File: src/logic/core_decode_map.svh
`ifndef CORE_DECODE_MAP_SVH
`define CORE_DECODE_MAP_SVH
// primary opcode field
`define OPC_FUNC_GRP    6'h00
`define OPC_IMM_GRP     6'h01
`define OPC_J           6'h02
`define OPC_JAL         6'h03
`define OPC_BEQ         6'h04
`define OPC_BNE         6'h05
`define OPC_BLEZ        6'h06
`define OPC_BGTZ        6'h07
`define OPC_SYSCTL      6'h10
`define OPC_FLOAT       6'h11
`define OPC_USERCP      6'h12
`define OPC_FLOAT_X     6'h13
`define OPC_BEQL        6'h14
`define OPC_BNEL        6'h15
`define OPC_BLEZL       6'h16
`define OPC_BGTZL       6'h17
`define OPC_SECOND      6'h1c
`define OPC_THIRD       6'h1f
`define OPC_CACHE       6'h2f
`define OPC_LL          6'h30
`define OPC_LWC1        6'h31
`define OPC_LWC2        6'h32
`define OPC_PREF        6'h33
`define OPC_LDC1        6'h35
`define OPC_SC          6'h38
`define OPC_SWC1        6'h39
`define OPC_SWC2        6'h3a
`define OPC_SDC1        6'h3d
// second group functions
`define F2_MACC         6'h00
`define F2_MACCU        6'h01
`define F2_MULREG       6'h02
`define F2_MSUB         6'h04
`define F2_MSUBU        6'h05
`define F2_CLZ          6'h20
`define F2_CLO          6'h21
`define F2_SWDBG        6'h3f
// third group functions
`define F3_PULL         6'h00
`define F3_PLACE        6'h04
`define F3_SHUFFLE      6'h20
`define F3_READ_HARDWARE_REG        6'h3b
// immediate group special code
`define RT_ISYNC        5'h1f
// system-control operation functions
`define F0_EXCEPTION_RETURN         6'h18
`define F0_DEBUG_EXCEPTION_RETURN        6'h1f
`define F0_WAIT         6'h20
// sysctl rs codes
`define RS0_MF          5'h00
`define RS0_MT          5'h04
`define RS0_RDPREV      5'h0a
`define RS0_IEGRP       5'h0b
`define RS0_WRPREV      5'h0e
// floating format long
`define FMT_LONG        5'h15
// pc arithmetic
`define LINK_OFFSET     32'h0000_0008
`define LINK_REG        5'h1f
`define SR_ERL_BIT      2
`define SR_EXL_BIT      1
`endif

File: src/logic/core_decode_pkg.sv
package core_decode_pkg;
    typedef enum logic [2:0] {
        EXC_NONE     = 3'b001,
        EXC_RESERVED = 3'b010,
        EXC_UNUSABLE = 3'b100
    } exc_e;
    typedef struct packed {
        logic       valid;      // decoded word present
        logic [5:0] group;      // primary opcode
        logic [5:0] sub;        // selected sub code
        exc_e       exc;        // exception class
        logic       is_branch;  // conditional branch
        logic       is_likely;  // nullify slot when not taken
        logic       is_link;    // write link register
        logic       is_jump;    // absolute jump
        logic       is_rotate;  // rotate instead of shift right
        logic       is_exception_return;    // exception return
        logic       is_debug_exception_return;   // debug exception return
        logic       is_ehb;     // hazard barrier
        logic       is_div;     // divide
        logic       is_user;    // user-defined slot
    } dec_s;
    typedef struct packed {
        logic        taken;     // branch or jump redirects
        logic        nullify;   // cancel delay slot
        logic        link_we;   // write link register
        logic [4:0]  link_reg;  // link register index
        logic [31:0] link_val;  // pc plus 8
        logic [31:0] target;    // redirect address
    } flow_s;
endpackage

File: src/logic/core_instruction_decoder.sv
`timescale 1ns/1ps
`include "core_decode_map.svh"
//////////////////////////////////////////////////////////////////////////////////////////////
// Contract
// - opcode bits 31..26 pick row and column of operation group
// - reserved opcodes or functions raise reserved instruction exception
// - unusable coprocessor opcodes raise coprocessor unusable exception instead
// - primary function group decodes shifts, jumps, moves, muldiv, alu, traps
// - second group decodes accumulate, multiply, count leading, debug breakpoint
// - second group rows 010/011 user slots, reserved when option absent
// - third group decodes field pull, place, byte shuffle, hardware read
// - immediate group rt selects sign branches, traps, linking branches, isync
// - coproc 2 rs selects word moves, branches, operations
// - every rs in coproc 2 row 01 is a conditional branch
// - coproc 2 branch rt16 true/false, rt17 likely form
// - sysctl rs decodes moves, shadow reads/writes, ie group, operations
// - sysctl operation functions exception return, debug return, wait
// - float long format legal only with 64-bit float enabled (the code still raises coprocessor unusable when it is enabled)
// - likely branches add offset when taken, cancel slot otherwise
// - linking branches always write pc plus 8 to register 31
// - greater-than-zero needs sign clear and nonzero; else less-equal
// - exception return picks error or normal return pc, clears state bits
// - divide places quotient low, remainder high
// - debug exception return loads debug pc and leaves debug mode
// - hazard barrier stalls issue until hazards clear
// - branch target is sign-extended offset shifted two plus slot pc
// - absolute jump target combines pc top four bits and target
module core_instruction_decoder
    import core_decode_pkg::*;
#(
    parameter bit USER_SLOTS = 1'b0         // user-defined slots built in
) (
    input  wire logic        clk_in,        // core clock
    input  wire logic        rstn_in,       // async reset, active low
    input  wire logic        valid_in,      // instruction word present
    input  wire logic [31:0] instr_in,      // instruction word
    input  wire logic [31:0] pc_in,         // address of this instruction
    input  wire logic [31:0] rs_val_in,     // rs operand
    input  wire logic [31:0] rt_val_in,     // rt operand
    input  wire logic        cp2_cond_in,   // coproc 2 condition
    input  wire logic        fpu64_in,      // 64-bit float enabled
    input  wire logic        hazard_in,     // execution hazard outstanding
    input  wire logic [31:0] epc_in,        // return pc
    input  wire logic [31:0] error_epc_in,  // error return pc
    input  wire logic [31:0] debug_return_pc_in,       // debug return pc
    input  wire logic [31:0] state_in,      // processor state register
    output dec_s             dec_out,       // registered decode
    output flow_s            flow_out,      // registered control flow
    output logic             stall_out,     // issue stall
    output logic [31:0]      state_out,     // updated state register
    output logic             state_we_out,  // state register write
    output logic             link_clr_out,  // clear link flag
    output logic             debug_exit_out,// leave debug mode
    output logic             div_sel_out    // quotient low, remainder high
);
    //////////////////////////////////////////////////////////////////////////////////////////
    // field extraction
    logic [5:0] opc;
    logic [4:0] rs_f;
    logic [4:0] rt_f;
    logic [5:0] fn;
    assign opc  = instr_in[31:26];
    assign rs_f = instr_in[25:21];
    assign rt_f = instr_in[20:16];
    assign fn   = instr_in[5:0];

    // primary function legality, used by decode and by assertion helper
    function automatic logic func_legal(input logic [5:0] f);
        unique case (f[5:3])
            3'b000: func_legal = (f[2:0] != 3'h1) && (f[2:0] != 3'h5);
            3'b001: func_legal = (f[2:0] != 3'h6);
            3'b010: func_legal = (f[2] == 1'b0);
            3'b011: func_legal = (f[2] == 1'b0);
            3'b100: func_legal = 1'b1;
            3'b101: func_legal = (f[2:1] == 2'b01);
            3'b110: func_legal = (f[2:0] != 3'h5) && (f[2:0] != 3'h7);
            3'b111: func_legal = 1'b0;
        endcase
    endfunction

    //////////////////////////////////////////////////////////////////////////////////////////
    // combinational decode
    dec_s  nxt_dec;
    flow_s nxt_flow;
    logic  cond;
    logic  rs_zero;
    logic [31:0] slot_pc;
    logic [31:0] br_tgt;
    assign rs_zero = (rs_val_in == 32'h0000_0000);
    assign slot_pc = pc_in + 32'h0000_0004;
    assign br_tgt  = slot_pc + {{14{instr_in[15]}}, instr_in[15:0], 2'b00};

    always_comb begin
        nxt_dec           = '0;
        nxt_dec.valid     = valid_in;
        nxt_dec.group     = opc;
        nxt_dec.sub       = fn;
        nxt_dec.exc       = EXC_NONE;
        nxt_flow          = '0;
        nxt_flow.link_reg = `LINK_REG;
        nxt_flow.link_val = pc_in + `LINK_OFFSET;
        cond              = 1'b0;
        unique case (opc)
            `OPC_FUNC_GRP: begin
                if (!func_legal(fn)) begin
                    nxt_dec.exc = EXC_RESERVED;
                end
                if (fn == 6'h01) begin
                    nxt_dec.exc = EXC_UNUSABLE;
                end
                if (fn == 6'h02) begin
                    nxt_dec.is_rotate = instr_in[21];
                end
                if (fn == 6'h06) begin
                    nxt_dec.is_rotate = instr_in[6];
                end
                nxt_dec.is_div = (fn == 6'h1a) || (fn == 6'h1b);
                // hazard barrier is sll with shift amount 3
                nxt_dec.is_ehb = (fn == 6'h00) && (instr_in[25:6] == 20'h00003);
                if ((fn == 6'h08) || (fn == 6'h09)) begin
                    nxt_dec.is_jump  = 1'b1;
                    nxt_flow.taken   = 1'b1;
                    nxt_flow.target  = rs_val_in;
                    nxt_flow.link_we = (fn == 6'h09);
                    nxt_flow.link_reg = instr_in[15:11];
                end
            end
            `OPC_IMM_GRP: begin
                nxt_dec.sub = {1'b0, rt_f};
                unique case (rt_f[4:3])
                    2'b00, 2'b10: begin
                        if (rt_f[2]) begin
                            nxt_dec.exc = EXC_RESERVED;
                        end else begin
                            nxt_dec.is_branch = 1'b1;
                            nxt_dec.is_likely = rt_f[1];
                            nxt_dec.is_link   = rt_f[4];
                            nxt_flow.link_we  = rt_f[4];
                            cond = rt_f[0] ? !rs_val_in[31] : rs_val_in[31];
                        end
                    end
                    2'b01: begin
                        if ((rt_f[2:0] == 3'h5) || (rt_f[2:0] == 3'h7)) begin
                            nxt_dec.exc = EXC_RESERVED;
                        end
                    end
                    2'b11: begin
                        if (rt_f != `RT_ISYNC) begin
                            nxt_dec.exc = EXC_RESERVED;
                        end
                    end
                endcase
            end
            `OPC_J, `OPC_JAL: begin
                nxt_dec.is_jump  = 1'b1;
                nxt_flow.taken   = 1'b1;
                nxt_flow.target  = {pc_in[31:28], instr_in[25:0], 2'b00};
                nxt_dec.is_link  = opc[0];
                nxt_flow.link_we = opc[0];
            end
            `OPC_BEQ, `OPC_BNE, `OPC_BLEZ, `OPC_BGTZ,
            `OPC_BEQL, `OPC_BNEL, `OPC_BLEZL, `OPC_BGTZL: begin
                nxt_dec.is_branch = 1'b1;
                nxt_dec.is_likely = opc[4];
                unique case (opc[1:0])
                    2'b00: cond = (rs_val_in == rt_val_in);
                    2'b01: cond = (rs_val_in != rt_val_in);
                    2'b10: cond = rs_val_in[31] || rs_zero;
                    2'b11: cond = !rs_val_in[31] && !rs_zero;
                endcase
            end
            `OPC_SYSCTL: begin
                nxt_dec.sub = rs_f[4] ? fn : {1'b0, rs_f};
                if (rs_f[4]) begin
                    nxt_dec.is_exception_return  = (fn == `F0_EXCEPTION_RETURN);
                    nxt_dec.is_debug_exception_return = (fn == `F0_DEBUG_EXCEPTION_RETURN);
                    if ((fn != `F0_EXCEPTION_RETURN) && (fn != `F0_DEBUG_EXCEPTION_RETURN) && (fn != `F0_WAIT)) begin
                        nxt_dec.exc = EXC_RESERVED;
                    end
                    if (fn == `F0_EXCEPTION_RETURN) begin
                        nxt_flow.taken  = 1'b1;
                        nxt_flow.target = state_in[`SR_ERL_BIT] ? error_epc_in : epc_in;
                    end
                    if (fn == `F0_DEBUG_EXCEPTION_RETURN) begin
                        nxt_flow.taken  = 1'b1;
                        nxt_flow.target = debug_return_pc_in;
                    end
                end else if ((rs_f != `RS0_MF) && (rs_f != `RS0_MT) &&
                             (rs_f != `RS0_RDPREV) && (rs_f != `RS0_IEGRP) &&
                             (rs_f != `RS0_WRPREV)) begin
                    nxt_dec.exc = EXC_RESERVED;
                end
            end
            `OPC_USERCP: begin
                nxt_dec.sub = {1'b0, rs_f};
                if (rs_f[4:3] == 2'b01) begin
                    nxt_dec.is_branch = 1'b1;
                    nxt_dec.is_likely = rt_f[1];
                    cond = (cp2_cond_in == rt_f[0]);
                end else if ((rs_f[4:3] == 2'b00) &&
                             ((rs_f[2:0] == 3'h1) || (rs_f[2:0] == 3'h5))) begin
                    nxt_dec.exc = EXC_RESERVED;
                end
            end
            `OPC_FLOAT: begin
                // long format depends on 64-bit float mode
                nxt_dec.exc = EXC_UNUSABLE;
                if ((rs_f == `FMT_LONG) && !fpu64_in) begin
                    nxt_dec.exc = EXC_RESERVED;
                end
            end
            `OPC_FLOAT_X, `OPC_LWC1, `OPC_LDC1, `OPC_SWC1, `OPC_SDC1: begin
                nxt_dec.exc = EXC_UNUSABLE;
            end
            `OPC_SECOND: begin
                if (fn[5:4] == 2'b01) begin
                    nxt_dec.is_user = USER_SLOTS;
                    nxt_dec.exc     = USER_SLOTS ? EXC_NONE : EXC_RESERVED;
                end else if ((fn != `F2_MACC) && (fn != `F2_MACCU) && (fn != `F2_MULREG) &&
                             (fn != `F2_MSUB) && (fn != `F2_MSUBU) && (fn != `F2_CLZ) &&
                             (fn != `F2_CLO) && (fn != `F2_SWDBG)) begin
                    nxt_dec.exc = EXC_RESERVED;
                end
            end
            `OPC_THIRD: begin
                if ((fn != `F3_PULL) && (fn != `F3_PLACE) &&
                    (fn != `F3_SHUFFLE) && (fn != `F3_READ_HARDWARE_REG)) begin
                    nxt_dec.exc = EXC_RESERVED;
                end
            end
            6'h08, 6'h09, 6'h0a, 6'h0b, 6'h0c, 6'h0d, 6'h0e, 6'h0f,
            6'h20, 6'h21, 6'h22, 6'h23, 6'h24, 6'h25, 6'h26,
            6'h28, 6'h29, 6'h2a, 6'h2b, 6'h2e, `OPC_CACHE,
            `OPC_LL, `OPC_LWC2, `OPC_PREF, `OPC_SC, `OPC_SWC2: begin
                nxt_dec.exc = EXC_NONE;
            end
            default: begin
                nxt_dec.exc = EXC_RESERVED;
            end
        endcase
        // likely branches: taken redirects, not taken nullifies slot
        if (nxt_dec.is_branch && (nxt_dec.exc == EXC_NONE)) begin
            nxt_flow.taken   = cond;
            nxt_flow.target  = br_tgt;
            nxt_flow.nullify = nxt_dec.is_likely && !cond;
        end
        if (nxt_dec.exc != EXC_NONE) begin
            nxt_flow = '0;
            nxt_flow.link_reg = `LINK_REG;
            nxt_dec.is_branch = 1'b0;
        end
        if (!valid_in) begin
            nxt_dec  = '0;
            nxt_flow = '0;
        end
    end

    //////////////////////////////////////////////////////////////////////////////////////////
    // decode and flow registers
    dec_s  dec_ff;
    flow_s flow_ff;
    always_ff @(posedge clk_in or negedge rstn_in) begin
        if (!rstn_in) begin
            dec_ff  <= '0;
            flow_ff <= '0;
        end else begin
            dec_ff  <= nxt_dec;
            flow_ff <= nxt_flow;
        end
    end
    assign dec_out  = dec_ff;
    assign flow_out = flow_ff;

    // exception-return and divide side effects, registered with the decode
    logic [31:0] state_ff;
    logic        state_we_ff;
    logic        link_clr_ff;
    logic        dexit_ff;
    logic        div_ff;
    always_ff @(posedge clk_in or negedge rstn_in) begin
        if (!rstn_in) begin
            state_ff    <= 32'h0000_0000;
            state_we_ff <= 1'b0;
            link_clr_ff <= 1'b0;
            dexit_ff    <= 1'b0;
            div_ff      <= 1'b0;
        end else begin
            // clear bits 1 and 2 and the link flag
            state_ff    <= state_in & ~(32'h0000_0006);
            state_we_ff <= nxt_dec.is_exception_return;
            link_clr_ff <= nxt_dec.is_exception_return;
            dexit_ff    <= nxt_dec.is_debug_exception_return;
            // quotient to low, remainder to high
            div_ff      <= nxt_dec.is_div;
        end
    end
    assign state_out      = state_ff;
    assign state_we_out   = state_we_ff;
    assign link_clr_out   = link_clr_ff;
    assign debug_exit_out = dexit_ff;
    assign div_sel_out    = div_ff;

    //////////////////////////////////////////////////////////////////////////////////////////
    // hazard barrier stall: combinational so issue holds in the same cycle
    // hold while hazards remain
    assign stall_out = nxt_dec.is_ehb && hazard_in;

    //////////////////////////////////////////////////////////////////////////////////////////
    // assertions
    a_reserved_func: assert property (@(posedge clk_in) disable iff (!rstn_in)
        (valid_in && opc == `OPC_FUNC_GRP && !func_legal(fn) && fn != 6'h01)
        |=> dec_out.exc == EXC_RESERVED) else $error("reserved function not flagged");
    a_unusable_cop: assert property (@(posedge clk_in) disable iff (!rstn_in)
        (valid_in && (opc == `OPC_LWC1 || opc == `OPC_SWC1 || opc == `OPC_FLOAT_X))
        |=> dec_out.exc == EXC_UNUSABLE) else $error("unusable coprocessor not flagged");
    a_user_slots: assert property (@(posedge clk_in) disable iff (!rstn_in)
        (valid_in && opc == `OPC_SECOND && fn[5:4] == 2'b01 && !USER_SLOTS)
        |=> dec_out.exc == EXC_RESERVED) else $error("user slot not reserved");
    a_likely_null: assert property (@(posedge clk_in) disable iff (!rstn_in)
        flow_out.nullify |-> dec_out.is_likely && !flow_out.taken)
        else $error("nullify without untaken likely branch");
    a_link_value: assert property (@(posedge clk_in) disable iff (!rstn_in)
        (valid_in && opc == `OPC_IMM_GRP && rt_f == 5'h10)
        |=> flow_out.link_we && flow_out.link_val == $past(pc_in) + 32'h0000_0008)
        else $error("link value wrong");
    a_bgtz_cond: assert property (@(posedge clk_in) disable iff (!rstn_in)
        (valid_in && opc == `OPC_BGTZ)
        |=> flow_out.taken == (!$past(rs_val_in[31]) && $past(rs_val_in) != 32'h0))
        else $error("greater than zero test wrong");
    a_exception_return_target: assert property (@(posedge clk_in) disable iff (!rstn_in)
        (valid_in && opc == `OPC_SYSCTL && rs_f[4] && fn == `F0_EXCEPTION_RETURN)
        |=> flow_out.target == ($past(state_in[2]) ? $past(error_epc_in) : $past(epc_in))
            && state_we_out && state_out[2:1] == 2'b00 && link_clr_out)
        else $error("exception return wrong");
    a_debug_exception_return_exit: assert property (@(posedge clk_in) disable iff (!rstn_in)
        (valid_in && opc == `OPC_SYSCTL && rs_f[4] && fn == `F0_DEBUG_EXCEPTION_RETURN)
        |=> debug_exit_out && flow_out.target == $past(debug_return_pc_in))
        else $error("debug return wrong");
    a_branch_target: assert property (@(posedge clk_in) disable iff (!rstn_in)
        (valid_in && opc == `OPC_BEQ)
        |=> flow_out.target == $past(pc_in) + 32'h4
            + {{14{$past(instr_in[15])}}, $past(instr_in[15:0]), 2'b00})
        else $error("branch target wrong");
    a_jump_target: assert property (@(posedge clk_in) disable iff (!rstn_in)
        (valid_in && opc == `OPC_J)
        |=> flow_out.taken && flow_out.target[31:28] == $past(pc_in[31:28]))
        else $error("jump target wrong");
endmodule

File: config.mk
export PLATFORM = sky130hd
export DESIGN_NAME = core_instruction_decoder
export DESIGN_NICKNAME = d
export VERILOG_FILES = /design/src/logic/core_decode_pkg.sv /design/src/logic/core_instruction_decoder.sv
export VERILOG_INCLUDE_DIRS = /design/src /design/src/logic
export SDC_FILE = /design/constraint.sdc
export NUM_CORES = 1
export LEC_CHECK = 0
export BUFFER_PORTS_ARGS = -buffer_cell sky130_fd_sc_hd__buf_2
export CAP_MARGIN = 25
export CORE_AREA = 2 2 154 156
export DETAILED_ROUTE_END_ITERATION = 10
export DIE_AREA = 0 0 156 158
export PLACE_DENSITY = 0.65
export SYNTH_ARGS = -nofsm -noshare
export SYNTH_HDL_FRONTEND = slang
export SYNTH_SLANG_ARGS = --single-unit
File: constraint.sdc
create_clock -name clk_in -period 2.48 [get_ports clk_in]
set_input_delay 0.248 -clock clk_in [delete_from_list [all_inputs] [get_ports clk_in]]
set_output_delay 0.248 -clock clk_in [all_outputs]
set_load 0.01 [all_outputs]
[Word-level counts from Yosys, hierarchy flattened]
Index checks and enable logic that the tools add are counted.
Storage, ports and cells
  flip-flop bits (word level): 128
  bits in latches: 0
  memory bits (writable): 0
  memory bits (read-only): 0
  input bits: 262
  output and inout bits: 135
  word-level logic and storage cells: 236
  memories kept: 0
Operators by class
  add/subtract/negate cells: 3
  multiply operators: 0
  div/mod/pow operators: 0
  order comparisons: 0
  eq/ne operators: 102
  shift-type cells: 0
  mux-type cells: 60
  bitwise operators: 1
  reductions and logical operators: 49
Operators with widths (count)
  $mux 32: 6
  $mux 72: 2
  $eq 6x6->1 const B: 22
  $pmux 32 s3: 1
  $eq 6x5->1 const B: 14
  $eq 6x4->1 const B: 10
  $reduce_or 36->1: 1
  $add 32x3->32 const B: 1
  $add 32x32->32: 1
  $add 32x4->32 const B: 1
  $eq 32x32->1: 1
  $logic_not 32->1: 1
  $ne 32x32->1: 1
  $eq 6x3->1 const B: 5
  $mux 2: 15
  $pmux 3 s9: 1
  $mux 26: 1
  $logic_and 1x1->1: 25
  $ne 6x6->1 const B: 4
  $eq 3x3->1 const B: 7
  $eq 20x2->1 const B: 1
  $eq 6x2->1 const B: 3
  $mux 3: 6
  $pmux 6 s3: 1
  other kinds (36): 84

[Logic depth before layout (Yosys ltp)]
Gate-level depths: netlist (run 1).
  word-level depth: 16
  gate-level depth with buffers: 16
  depth with buffers taken out: 15

[Worst setup path after synthesis (run 1)]
Ideal clock, no wire load.
  path kind: input port to flip-flop
  start point: in instr_in[0]
  end point: reg flow_ff (netlist bit flow_out[25])
  library setup time: 0.077 ns
  arrival time: 2.837 ns
  required time: 2.403 ns
  slack: -0.434 ns
  cell stages on the path: 16
  path buffers: 1
  path through: buf_1 > inv_1 > ha_1 > inv_1 > ha_1 > inv_1 > fa_1 > nor2b_1 > o31ai_1 > a211oi_1 > a211oi_2 > nand3b_1 > a31oi_1 > xnor2_1 > nand2_1 > a21oi_1
RTL lines
  start: declaration: RTL line core_instruction_decoder.sv:36  | input wire logic [31:0] instr_in,
  end signal: assignment: RTL line core_instruction_decoder.sv:268  | flow_ff <= nxt_flow;
  end: declaration: RTL line core_instruction_decoder.sv:261  | flow_s flow_ff;

==> results of run 1 <==
==> final cells by class <==
class,count,share of cell area
inverters,16,0.004708
multi-input cells,745,0.4064
diodes,4,0.0007532
clock buffers,17,0.03201
well taps,290,0.02730
clock inverters,15,0.01083
flip-flops and latches,127,0.2391
repair buffers,596,0.2789
==> where the power goes <==
part / leakage, nW / switching (mW) / total (mW) / internal, mW
clock: 0.268 / 1.15 / 2.48 / 1.33
sequential: 1.66 / 0.0233 / 2.18 / 2.16
combinational: 4.66 / 1.01 / 1.93 / 0.918
total: 6.59 / 2.18 / 6.59 / 4.41
==> metal layers <==
metal / wire, µm / part of all wire / track usage
met5: 27 / 0.00070 / 0
met2: 19070 / 0.49 / 0.5284
met1: 15580 / 0.40 / 0.3774
met3: 2773 / 0.072 / 0.05146
met4: 1297 / 0.033 / 0.1232
==> Yosys cell counts (4+ instances only) <==
library cell	number	share of area
dfrtp_1	127	0.37
a211oi_1	25	0.022
o21ai_0	45	0.026
a31oi_1	11	0.0081
xor2_1	47	0.048
nor2_1	122	0.054
nor4_1	17	0.012
nand2b_1	5	0.0037
o31ai_1	4	0.0035
nand3_1	28	0.016
clkbuf_1	28	0.012
nor2b_1	7	0.0051
a221oi_1	30	0.031
and2_1	12	0.0088
inv_1	16	0.0070
a21oi_1	47	0.028
nor3_1	20	0.012
or4_1	4	0.0035
o211ai_1	6	0.0053
ha_1	58	0.085
a21o_1	9	0.0079
nand2_1	73	0.032
buf_4	7	0.0062
o21a_1	5	0.0044
mux2i_1	33	0.039
and3_1	13	0.0095
xnor2_1	39	0.040
nand4_1	18	0.013
buf_2	21	0.012
o22ai_1	4	0.0029
nand3b_1	8	0.0070
==> flip-flops by register name, summed over array words and instances (netlist names) <==
signal,flops
debug_exit_out,1
link_clr_out,1
state_out,30
flow_out,72
div_sel_out,1
dec_out,22
==> worst max-delay path by stage <==
| stage | slack, ns | end | start |
|---|---|---|---|
| after global placement | -0.40 | flow_out[26] | pc_in[2] |
| after CTS | 0.02 | flow_out[25] | pc_in[2] |
| after floorplan | -0.09 | flow_out[26] | instr_in[0] |
| final | 0.08 | flow_out[30] | instr_in[2] |
| after global routing | -0.02 | flow_out[30] | instr_in[4] |
| after detailed placement | -0.42 | flow_out[25] | pc_in[2] |
==> cells by family (layout without fill, tap and decap cells) <==
| group | after synthesis | in the layout | share of synthesized area |
|---|---|---|---|
| and+or+nand+nor | 342 | 342 | 0.1930 |
| xor gates and xnor gates | 86 | 86 | 0.08833 |
| other | 1 | 7 | 0.0004398 |
| buffers and inverters | 74 | 644 | 0.03874 |
| DFF | 127 | 127 | 0.3727 |
| AOI/OAI and AO/OA | 220 | 220 | 0.1780 |
| muxes | 35 | 35 | 0.04138 |
| adders and majority gates | 59 | 59 | 0.08745 |
==> worst max-delay path, delay by kind of cell <==
family	cells	cell delay, ns
simple gates	3	0.73
buf+inv	5	0.83
compound gates	4	0.92
==> layout by cell type (no fill, tap or decap), types with 5 or more instances in the layout <==
cell type,netlist,final
nor4_1,17,17
nand2b_1,5,5
dlygate4sd3_1,0,31
inv_6,0,5
nor2b_1,7,6
buf_12,0,10
nand2_1,73,71
nand3b_1,8,8
nand4_1,18,18
xnor2_1,39,39
a31oi_1,11,10
ha_4,0,22
clkbuf_16,0,17
nor2_1,122,121
dfrtp_1,127,127
ha_1,58,34
a211oi_1,25,23
inv_1,16,12
a221oi_1,30,30
nand3_1,28,28
buf_2,21,391
and3_1,13,13
o21ai_0,45,43
buf_4,7,162
xor2_1,47,47
a21oi_1,47,46
o21a_1,5,5
o211ai_1,6,6
a21o_1,9,9
and2_1,12,13
mux2i_1,33,33
nor3_1,20,19
==> what timing repair did <==
action                                  CTS  global route
hold buffers                             31             0
buffers inserted                          0             3
endpoints found under the setup margin    0            11
resized for setup                         0            13
hold endpoints to repair                 77             0
==> metrics, run 1 <==
status=completed; total power=6.590 mW; gr ovfl total=0; core area=0.02305 mm²; FFs w/ async S/R, synth=1.000; maximum vdd drop=0.0002873 V; final instance area=0.01329 mm²; Filler Cell Count=2140; Finished Core Util=0.5765; Leakage=6.586 nW; vias in the first global route=9477; crit path max-delay cell type=nor3b_1; area delta synth->final=55.85%; Routed WL=38750 µm; Placer Congestion=0.9683; slew margin rel.=0.6161; FP Rows=56; Area after DPL=0.01230 mm²; clock root cell=clkbuf_16; Ports=397; Initial Util=0.3699; maximum buffer depth of the clock tree=2; final setup fails=0; Post-synth EDFFs=0; antenna violations before repair=5; Max H-tree Level=4; first-pass GRT wire length=55270 µm; instance count of the mapped netlist=944; synthesized area=0.008527 mm²; actual slew at the worst max-slew pin=0.5739 ns; Layout Cells excl Fill=1810; layout cell share with drive strength beyond 1=0.4314; Avg Synthesized Cell Area=9.033 µm²; Die X=156 µm; Max stage delay on crit path=0.46 ns; residual DRC count=0; Min-Delay Path Class=input pin to flop; Die Area=0.02465 mm²; Tot GR Track Use=0.3045; largest net degree at the start of global routing=51; critical path type=input pin to flop; Slew Viols, Final=0; CP arrival=2.74 ns; port bufs=392; HP Start=pc_in[0]; Multi-input gate area=0.005400 mm²; Hold Path End=flow_out[32]; HPWL Detailed=30800 µm; Critical Path RT=2.82 ns; crit share post-route=0.9683; post-route minimum period=2.401 ns; crit end category=flop; setup TNS=0 ns; Max-Cap Viols=0; library cells used by synthesis=66; Hold Vio Cnt, Final=0; PwrDens=495.9 mW/mm²; critical path, cell by cell=buf_2, buf_4, nand2b_1, a22o_1, a221oi_1, nor3b_1, o41ai_4, buf_4, inv_1, buf_12, nand4_1, o211ai_1; Cells after DPL=1740; worst hold margin=0.06034 ns; Avg WL per Cell=21.41 µm; Worst Setup Start Kind=input pin; Die Ht=158 µm; Iteration-0 DRC Markers=610; Synth Flop Type=dfrtp_1; Nets=1824; via count=9691; routed vias/inst=5.354; Synth Register Bits=127; highest clock rate=416.4 MHz; Final ANT Viol Nets=0; dpl ws=-0.4175 ns; Detailed Routing Iterations Pass 1=5; critical path fanouts, max=18; Register Area=0.003178 mm²; Final WS setup=0.07858 ns; Clock transition at path regs=0.07 ns; CTS tree=done; CTS sink cnt=127; hold depth=2; proportion of synthesized chip area in sequential cells=0.3727; warnings from Yosys=0; most frequent CP cell=buf_4; CTS buffer count=17
Power figures use the tool's default switching activity.
==> inputs of run 2 (changes only) <==
--- a/config.mk
+++ b/config.mk
@@ -11,7 +11,10 @@
 export CORE_AREA = 2 2 154 156
 export DETAILED_ROUTE_END_ITERATION = 10
 export DIE_AREA = 0 0 156 158
+export GPL_TIMING_DRIVEN = 0
 export PLACE_DENSITY = 0.65
+export RECOVER_POWER = 25
+export SLEW_MARGIN = 10
 export SYNTH_ARGS = -nofsm -noshare
 export SYNTH_HDL_FRONTEND = slang
 export SYNTH_SLANG_ARGS = --single-unit
==> metrics, run 2 (same netlist as run 1, synthesis figures left out) <==
status=completed; most frequent cells in the layout=372 x buf_2, 127 x dfrtp_1, 120 x nor2_1; via count=9423 (-2.8%); first-pass GRT wire length=55630 µm (+0.66%); Ports=397 (unchanged); slew margin rel.=0.2233 (-0.3928); final setup fails=0 (unchanged); Max-Cap Viols=0 (unchanged); total power=6.676 mW (+1.3%); Die Area=0.02465 mm² (unchanged); FP Rows=56 (unchanged); Final WS setup=0.01224 ns (-0.06634 ns); Filler Cell Count=2159 (+0.89%); Hold Vio Cnt, Final=0 (unchanged); HPWL Detailed=31340 µm (+1.8%); Max stage delay on crit path=0.38 ns (-0.08 ns); most frequent CP cell=ha_4; Worst Setup Start Kind=input pin; largest net degree at the start of global routing=87 (+71%); RSZ-0062 raised after global routing=true; layout cell share with drive strength beyond 1=0.3907 (-0.04071); Critical Path RT=2.84 ns (+0.02 ns); Leakage=6.046 nW (-8.2%); Initial Util=0.3699 (unchanged); core area=0.02305 mm² (unchanged); clock root cell=clkbuf_16; Routed WL=40320 µm (+4.1%); CTS buffer count=17 (unchanged); area delta synth->final=49.30%; Max H-tree Level=4 (unchanged); post-route minimum period=2.468 ns (+0.06634 ns); Largest register FFs=72 (unchanged); setup TNS=0 ns (unchanged); PwrDens=524.4 mW/mm² (+5.7%); CTS tree=done; antenna violations before repair=7 (+2); crit share post-route=0.9951 (+0.02675); Detailed Routing Iterations Pass 1=5 (unchanged); actual slew at the worst max-slew pin=1.165 ns (+0.5912 ns); worst hold margin=0.06221 ns (+0.001871 ns); Nets=1726 (-5.4%); crit path max-delay cell type=a221o_1; gr ovfl total=0 (unchanged); residual DRC count=0 (unchanged); commonest non-fill, non-tap cell in the layout=buf_2; Tot GR Track Use=0.3112 (+0.006703); highest clock rate=405.2 MHz (-2.7%); Avg WL per Cell=23.54 µm (+9.9%); critical path, cell by cell=buf_6, ha_4, ha_4, a21o_1, a221o_1, a31o_1, a211oi_4, buf_4, o2111ai_4, a31oi_2, xnor2_1, nand2_1, a21oi_2; CP arrival=2.82 ns (+0.08 ns); Slew Viols, Final=0 (unchanged); Die X=156 µm (unchanged); maximum vdd drop=0.0004219 V (+47%); Clock transition at path regs=0.07 ns (about the same); routed vias/inst=5.501 (+2.7%); maximum buffer depth of the clock tree=2 (unchanged); critical path type=input pin to flop; port bufs=387 (-1.3%); Finished Core Util=0.5523 (-0.02421); critical path fanouts, max=5 (-13); Final ANT Viol Nets=0 (unchanged); Iteration-0 DRC Markers=712 (+17%); vias in the first global route=9044 (-4.6%); dpl ws=-0.7392 ns (-0.3218 ns); crit end category=flop; CTS sink cnt=127 (unchanged); Placer Congestion=0.9598 (-0.88%); Min-Delay Path Class=input pin to flop; Die Ht=158 µm (unchanged)
[run 2: metrics by stage]
stage	instances	cell area, µm²
floorplan	946	8872
global placement	1623	11170
detailed placement	1624	11210
CTS	1693	12270
global route	1712	12730
finish	1713	12730
[run 2: timing repair]
item,CTS,global route
buffers inserted,6,14
pin swaps,15,41
endpoints found under the hold margin,71,1
resized for setup,30,92
hold buffers,31,1
setup endpoints to repair,52,64
[run 2: worst paths after layout]
path                             start       endpoint  slack, ns  cells after the start
setup / recovery           instr_in[8]   flow_out[31]       0.01                     13
hold / removal                pc_in[0]   flow_out[32]       0.06                      2
max in group asynchronous      rstn_in   flow_out[22]       0.52                      3
min in group asynchronous      rstn_in  state_out[17]       0.58                      2
[run 2: power by group]
part / leakage, nW / switching [mW] / internal (mW)
registers: 1.66 / 0.0224 / 2.16
logic: 4.10 / 1.03 / 0.845
clock network: 0.285 / 1.18 / 1.44
[run 2: cell type report]
cell class              count  area [µm²]  share of cell area
diodes                      5       12.51           0.0009828
plain buffers              57       324.1             0.02545
clock buffers              17       425.4             0.03342
clock inverters            15       171.4             0.01346
inverters                  16       65.06            0.005111
multi-input cells         745        5642              0.4431
flip-flops and latches    127        3178              0.2496
well taps                 290       362.8             0.02850
repair buffers            441        2550              0.2003
[run 2: worst max-delay path, delay by kind of cell]
kind / cells / cell delay [ns]
XOR/XNOR: 1 / 0.13
adder cells (fa/ha/maj): 2 / 0.48
AND/OR/NAND/NOR: 1 / 0.08
AO/OA/AOI/OAI: 7 / 1.58
buffers and inverters: 2 / 0.30
[run 2: per-layer routing]
layer | wire, µm | vias up | global-route usage
li1 | - | 4352 | -
met1 | 16280 | 4504 | 0.3936
met2 | 19540 | 487 | 0.5320
met3 | 3114 | 74 | 0.05667
met4 | 1330 | 6 | 0.1153
met5 | 41 | - | 0
==> inputs of run 3 (changes only) <==
--- a/config.mk
+++ b/config.mk
@@ -8,11 +8,12 @@
 export LEC_CHECK = 0
 export BUFFER_PORTS_ARGS = -buffer_cell sky130_fd_sc_hd__buf_2
 export CAP_MARGIN = 25
-export CORE_AREA = 2 2 154 156
+export CELL_PAD_IN_SITES_DETAIL_PLACEMENT = 0
+export CELL_PAD_IN_SITES_GLOBAL_PLACEMENT = 1
+export CORE_UTILIZATION = 34
 export DETAILED_ROUTE_END_ITERATION = 10
-export DIE_AREA = 0 0 156 158
 export GPL_TIMING_DRIVEN = 0
-export PLACE_DENSITY = 0.65
+export PLACE_DENSITY = 0.8
 export RECOVER_POWER = 25
 export SLEW_MARGIN = 10
 export SYNTH_ARGS = -nofsm -noshare
==> metrics, run 3 (same netlist as run 1, synthesis figures left out) <==
CTS sink cnt=127 (unchanged); routed vias/inst=5.435 (-1.2%); actual slew at the worst max-slew pin=1.284 ns (+0.1189 ns); Hold Path End=flow_out[35]; Max stage delay on crit path=0.41 ns (+0.03 ns); final setup fails=2 (+2); Nets=1728 (+0.12%); RSZ-0062 raised after global routing=true; Slew Viols, Final=0 (unchanged); Max-Cap Viols=0 (unchanged); maximum buffer depth of the clock tree=2 (unchanged); layout cell share with drive strength beyond 1=0.3930 (+0.002267); crit share post-route=1.042 (+0.04682); HPWL Detailed=31940 µm (+1.9%); Area after DPL=0.01126 mm² (+0.48%); PwrDens=531.2 mW/mm² (+1.3%); Ports=397 (unchanged); highest clock rate=387.0 MHz (-4.5%); final instance area=0.01267 mm² (-0.49%); HP Start=pc_in[3]; net load switching power=2.204 mW (-1.3%); antenna violations before repair=3 (-4); failing checks=setup timing; Internal=4.526 mW (+1.9%); dpl ws=-0.7456 ns (-0.006400 ns); clock root cell=clkbuf_16; post-route minimum period=2.584 ns (+0.1161 ns); Routed WL=41410 µm (+2.7%); Worst Setup Start Kind=input pin; Die Area=0.02572 mm² (+4.3%); via count=9484 (+0.65%); Placer Congestion=0.9580 (-0.19%); CTS tree=done; most frequent cells in the layout=388 x buf_2, 127 x dfrtp_1, 120 x nor2_1; Detailed Routing Iterations Pass 1=5 (unchanged); Largest register FFs=72 (unchanged); slew margin rel.=0.1440 (-0.07930); Hold Vio Cnt, Final=0 (unchanged); critical path type=input pin to flop; Layout Cells excl Fill=1745 (+1.9%); share of power burned in registers=0.324 (-0.002); Final ANT Viol Nets=0 (unchanged); Final WS setup=-0.1039 ns (-0.1161 ns); Avg WL per Cell=23.73 µm (+0.83%); Clock transition at path regs=0.07 ns (about the same); Sw Share=0.3275 (-0.007000); commonest non-fill, non-tap cell in the layout=buf_2; CP arrival=2.88 ns (+0.06 ns); port bufs=387 (unchanged); maximum vdd drop=0.0003841 V (-9.0%); core area=0.02446 mm² (+6.1%); FP Rows=57 (+1.8%); CTS buffer count=17 (unchanged); largest net degree at the start of global routing=80 (-8.0%); first-pass GRT wire length=59210 µm (+6.4%); Initial Util=0.3486 (-0.02132); Die Ht=160.4 µm (+1.5%); status=finished with violations; vias in the first global route=9352 (+3.4%); Cells after DPL=1659 (+2.2%); critical path fanouts, max=3 (-2); Tot GR Track Use=0.3178 (+0.006571); Filler Cell Count=2387 (+11%); Min-Delay Path Class=input pin to flop; setup TNS=-0.1779 ns (-0.1779 ns); gr ovfl total=0 (unchanged); Critical Path RT=2.78 ns (-0.06 ns); crit end category=flop; crit path max-delay cell type=a311o_1; critical path, cell by cell=buf_12, ha_4, ha_4, a211oi_2, nor2_2, o31ai_4, o21ai_2, a311o_1, a311o_1, buf_4, a31oi_4, or4_1, o211ai_1; Logic pwr share=0.275 (-0.006); Leakage=6.076 nW (+0.49%); clock share of power=0.401 (+0.009); residual DRC count=0 (unchanged); hold depth=2 (unchanged); Max H-tree Level=4 (unchanged); Die X=160.4 µm (+2.8%); area delta synth->final=48.57%; Iteration-0 DRC Markers=691 (-2.9%)
-- run 3: worst max-delay path by stage --
| stage | start | endpoint | slack (ns) |
|---|---|---|---|
| final | pc_in[4] | flow_out[30] | -0.10 |
| after detailed placement | instr_in[15] | flow_out[26] | -0.75 |
| after floorplan | instr_in[0] | flow_out[26] | -0.09 |
| after CTS | instr_in[0] | flow_out[26] | -0.07 |
| after global placement | instr_in[15] | flow_out[26] | -0.73 |
| after global routing | pc_in[4] | flow_out[26] | -0.15 |
-- run 3: power by group through the flow --
stage | registers, mW | clock network, mW | logic, mW
after floorplan | 2.27 | 0 | 0.859
after global placement | 2.22 | 0 | 1.63
after detailed placement | 2.21 | 0 | 1.64
after CTS | 2.18 | 2.72 | 1.72
after global routing | 2.18 | 2.82 | 1.99
final | 2.18 | 2.70 | 1.85
-- run 3: area by class of cell --
class	instances	area [µm²]	share of cell area
multi-input cells	745	5560	0.4389
well taps	324	405.4	0.03200
diodes	1	2.502	0.0001975
inverters	16	62.56	0.004938
repair buffers	443	2531	0.1998
clock inverters	14	168.9	0.01333
flip-flops and latches	127	3178	0.2509
plain buffers	57	320.3	0.02528
clock buffers	18	439.2	0.03467
-- run 3: repair_timing --
action | CTS | global route
hold buffers | 31 | 0
buffers inserted | 6 | 16
gates resized for setup | 23 | 75
endpoints found under the setup margin | 31 | 60
pin swaps | 16 | 44
gates cloned | 0 | 0
endpoints found under the hold margin | 78 | 0
-- run 3: through the flow --
stage               utilization  power, mW  hold WS [ns]
CTS                      0.5032      6.627       0.02865
finish                   0.5179      6.730       0.02315
detailed placement       0.4603      3.859        0.2231
global route             0.5179      6.992       0.01955
floorplan                     -      3.126      -0.04759
global placement         0.4584      3.844        0.3558
-- run 3: critical path, delay by kind of cell --
| kind | cells | cell delay (ns) |
|---|---|---|
| AOI/OAI and AO/OA | 7 | 1.66 |
| adders and majority gates | 2 | 0.47 |
| buffers and inverters | 2 | 0.28 |
| and+or+nand+nor | 2 | 0.23 |
-- run 3: layer usage --
layer / GRT usage / up-vias / routed length, µm
met5: 0 / - / 27
met3: 0.06482 / 88 / 3190
li1: - / 4352 / -
met2: 0.5417 / 483 / 20050
met1: 0.3896 / 4557 / 16670
met4: 0.1338 / 4 / 1479
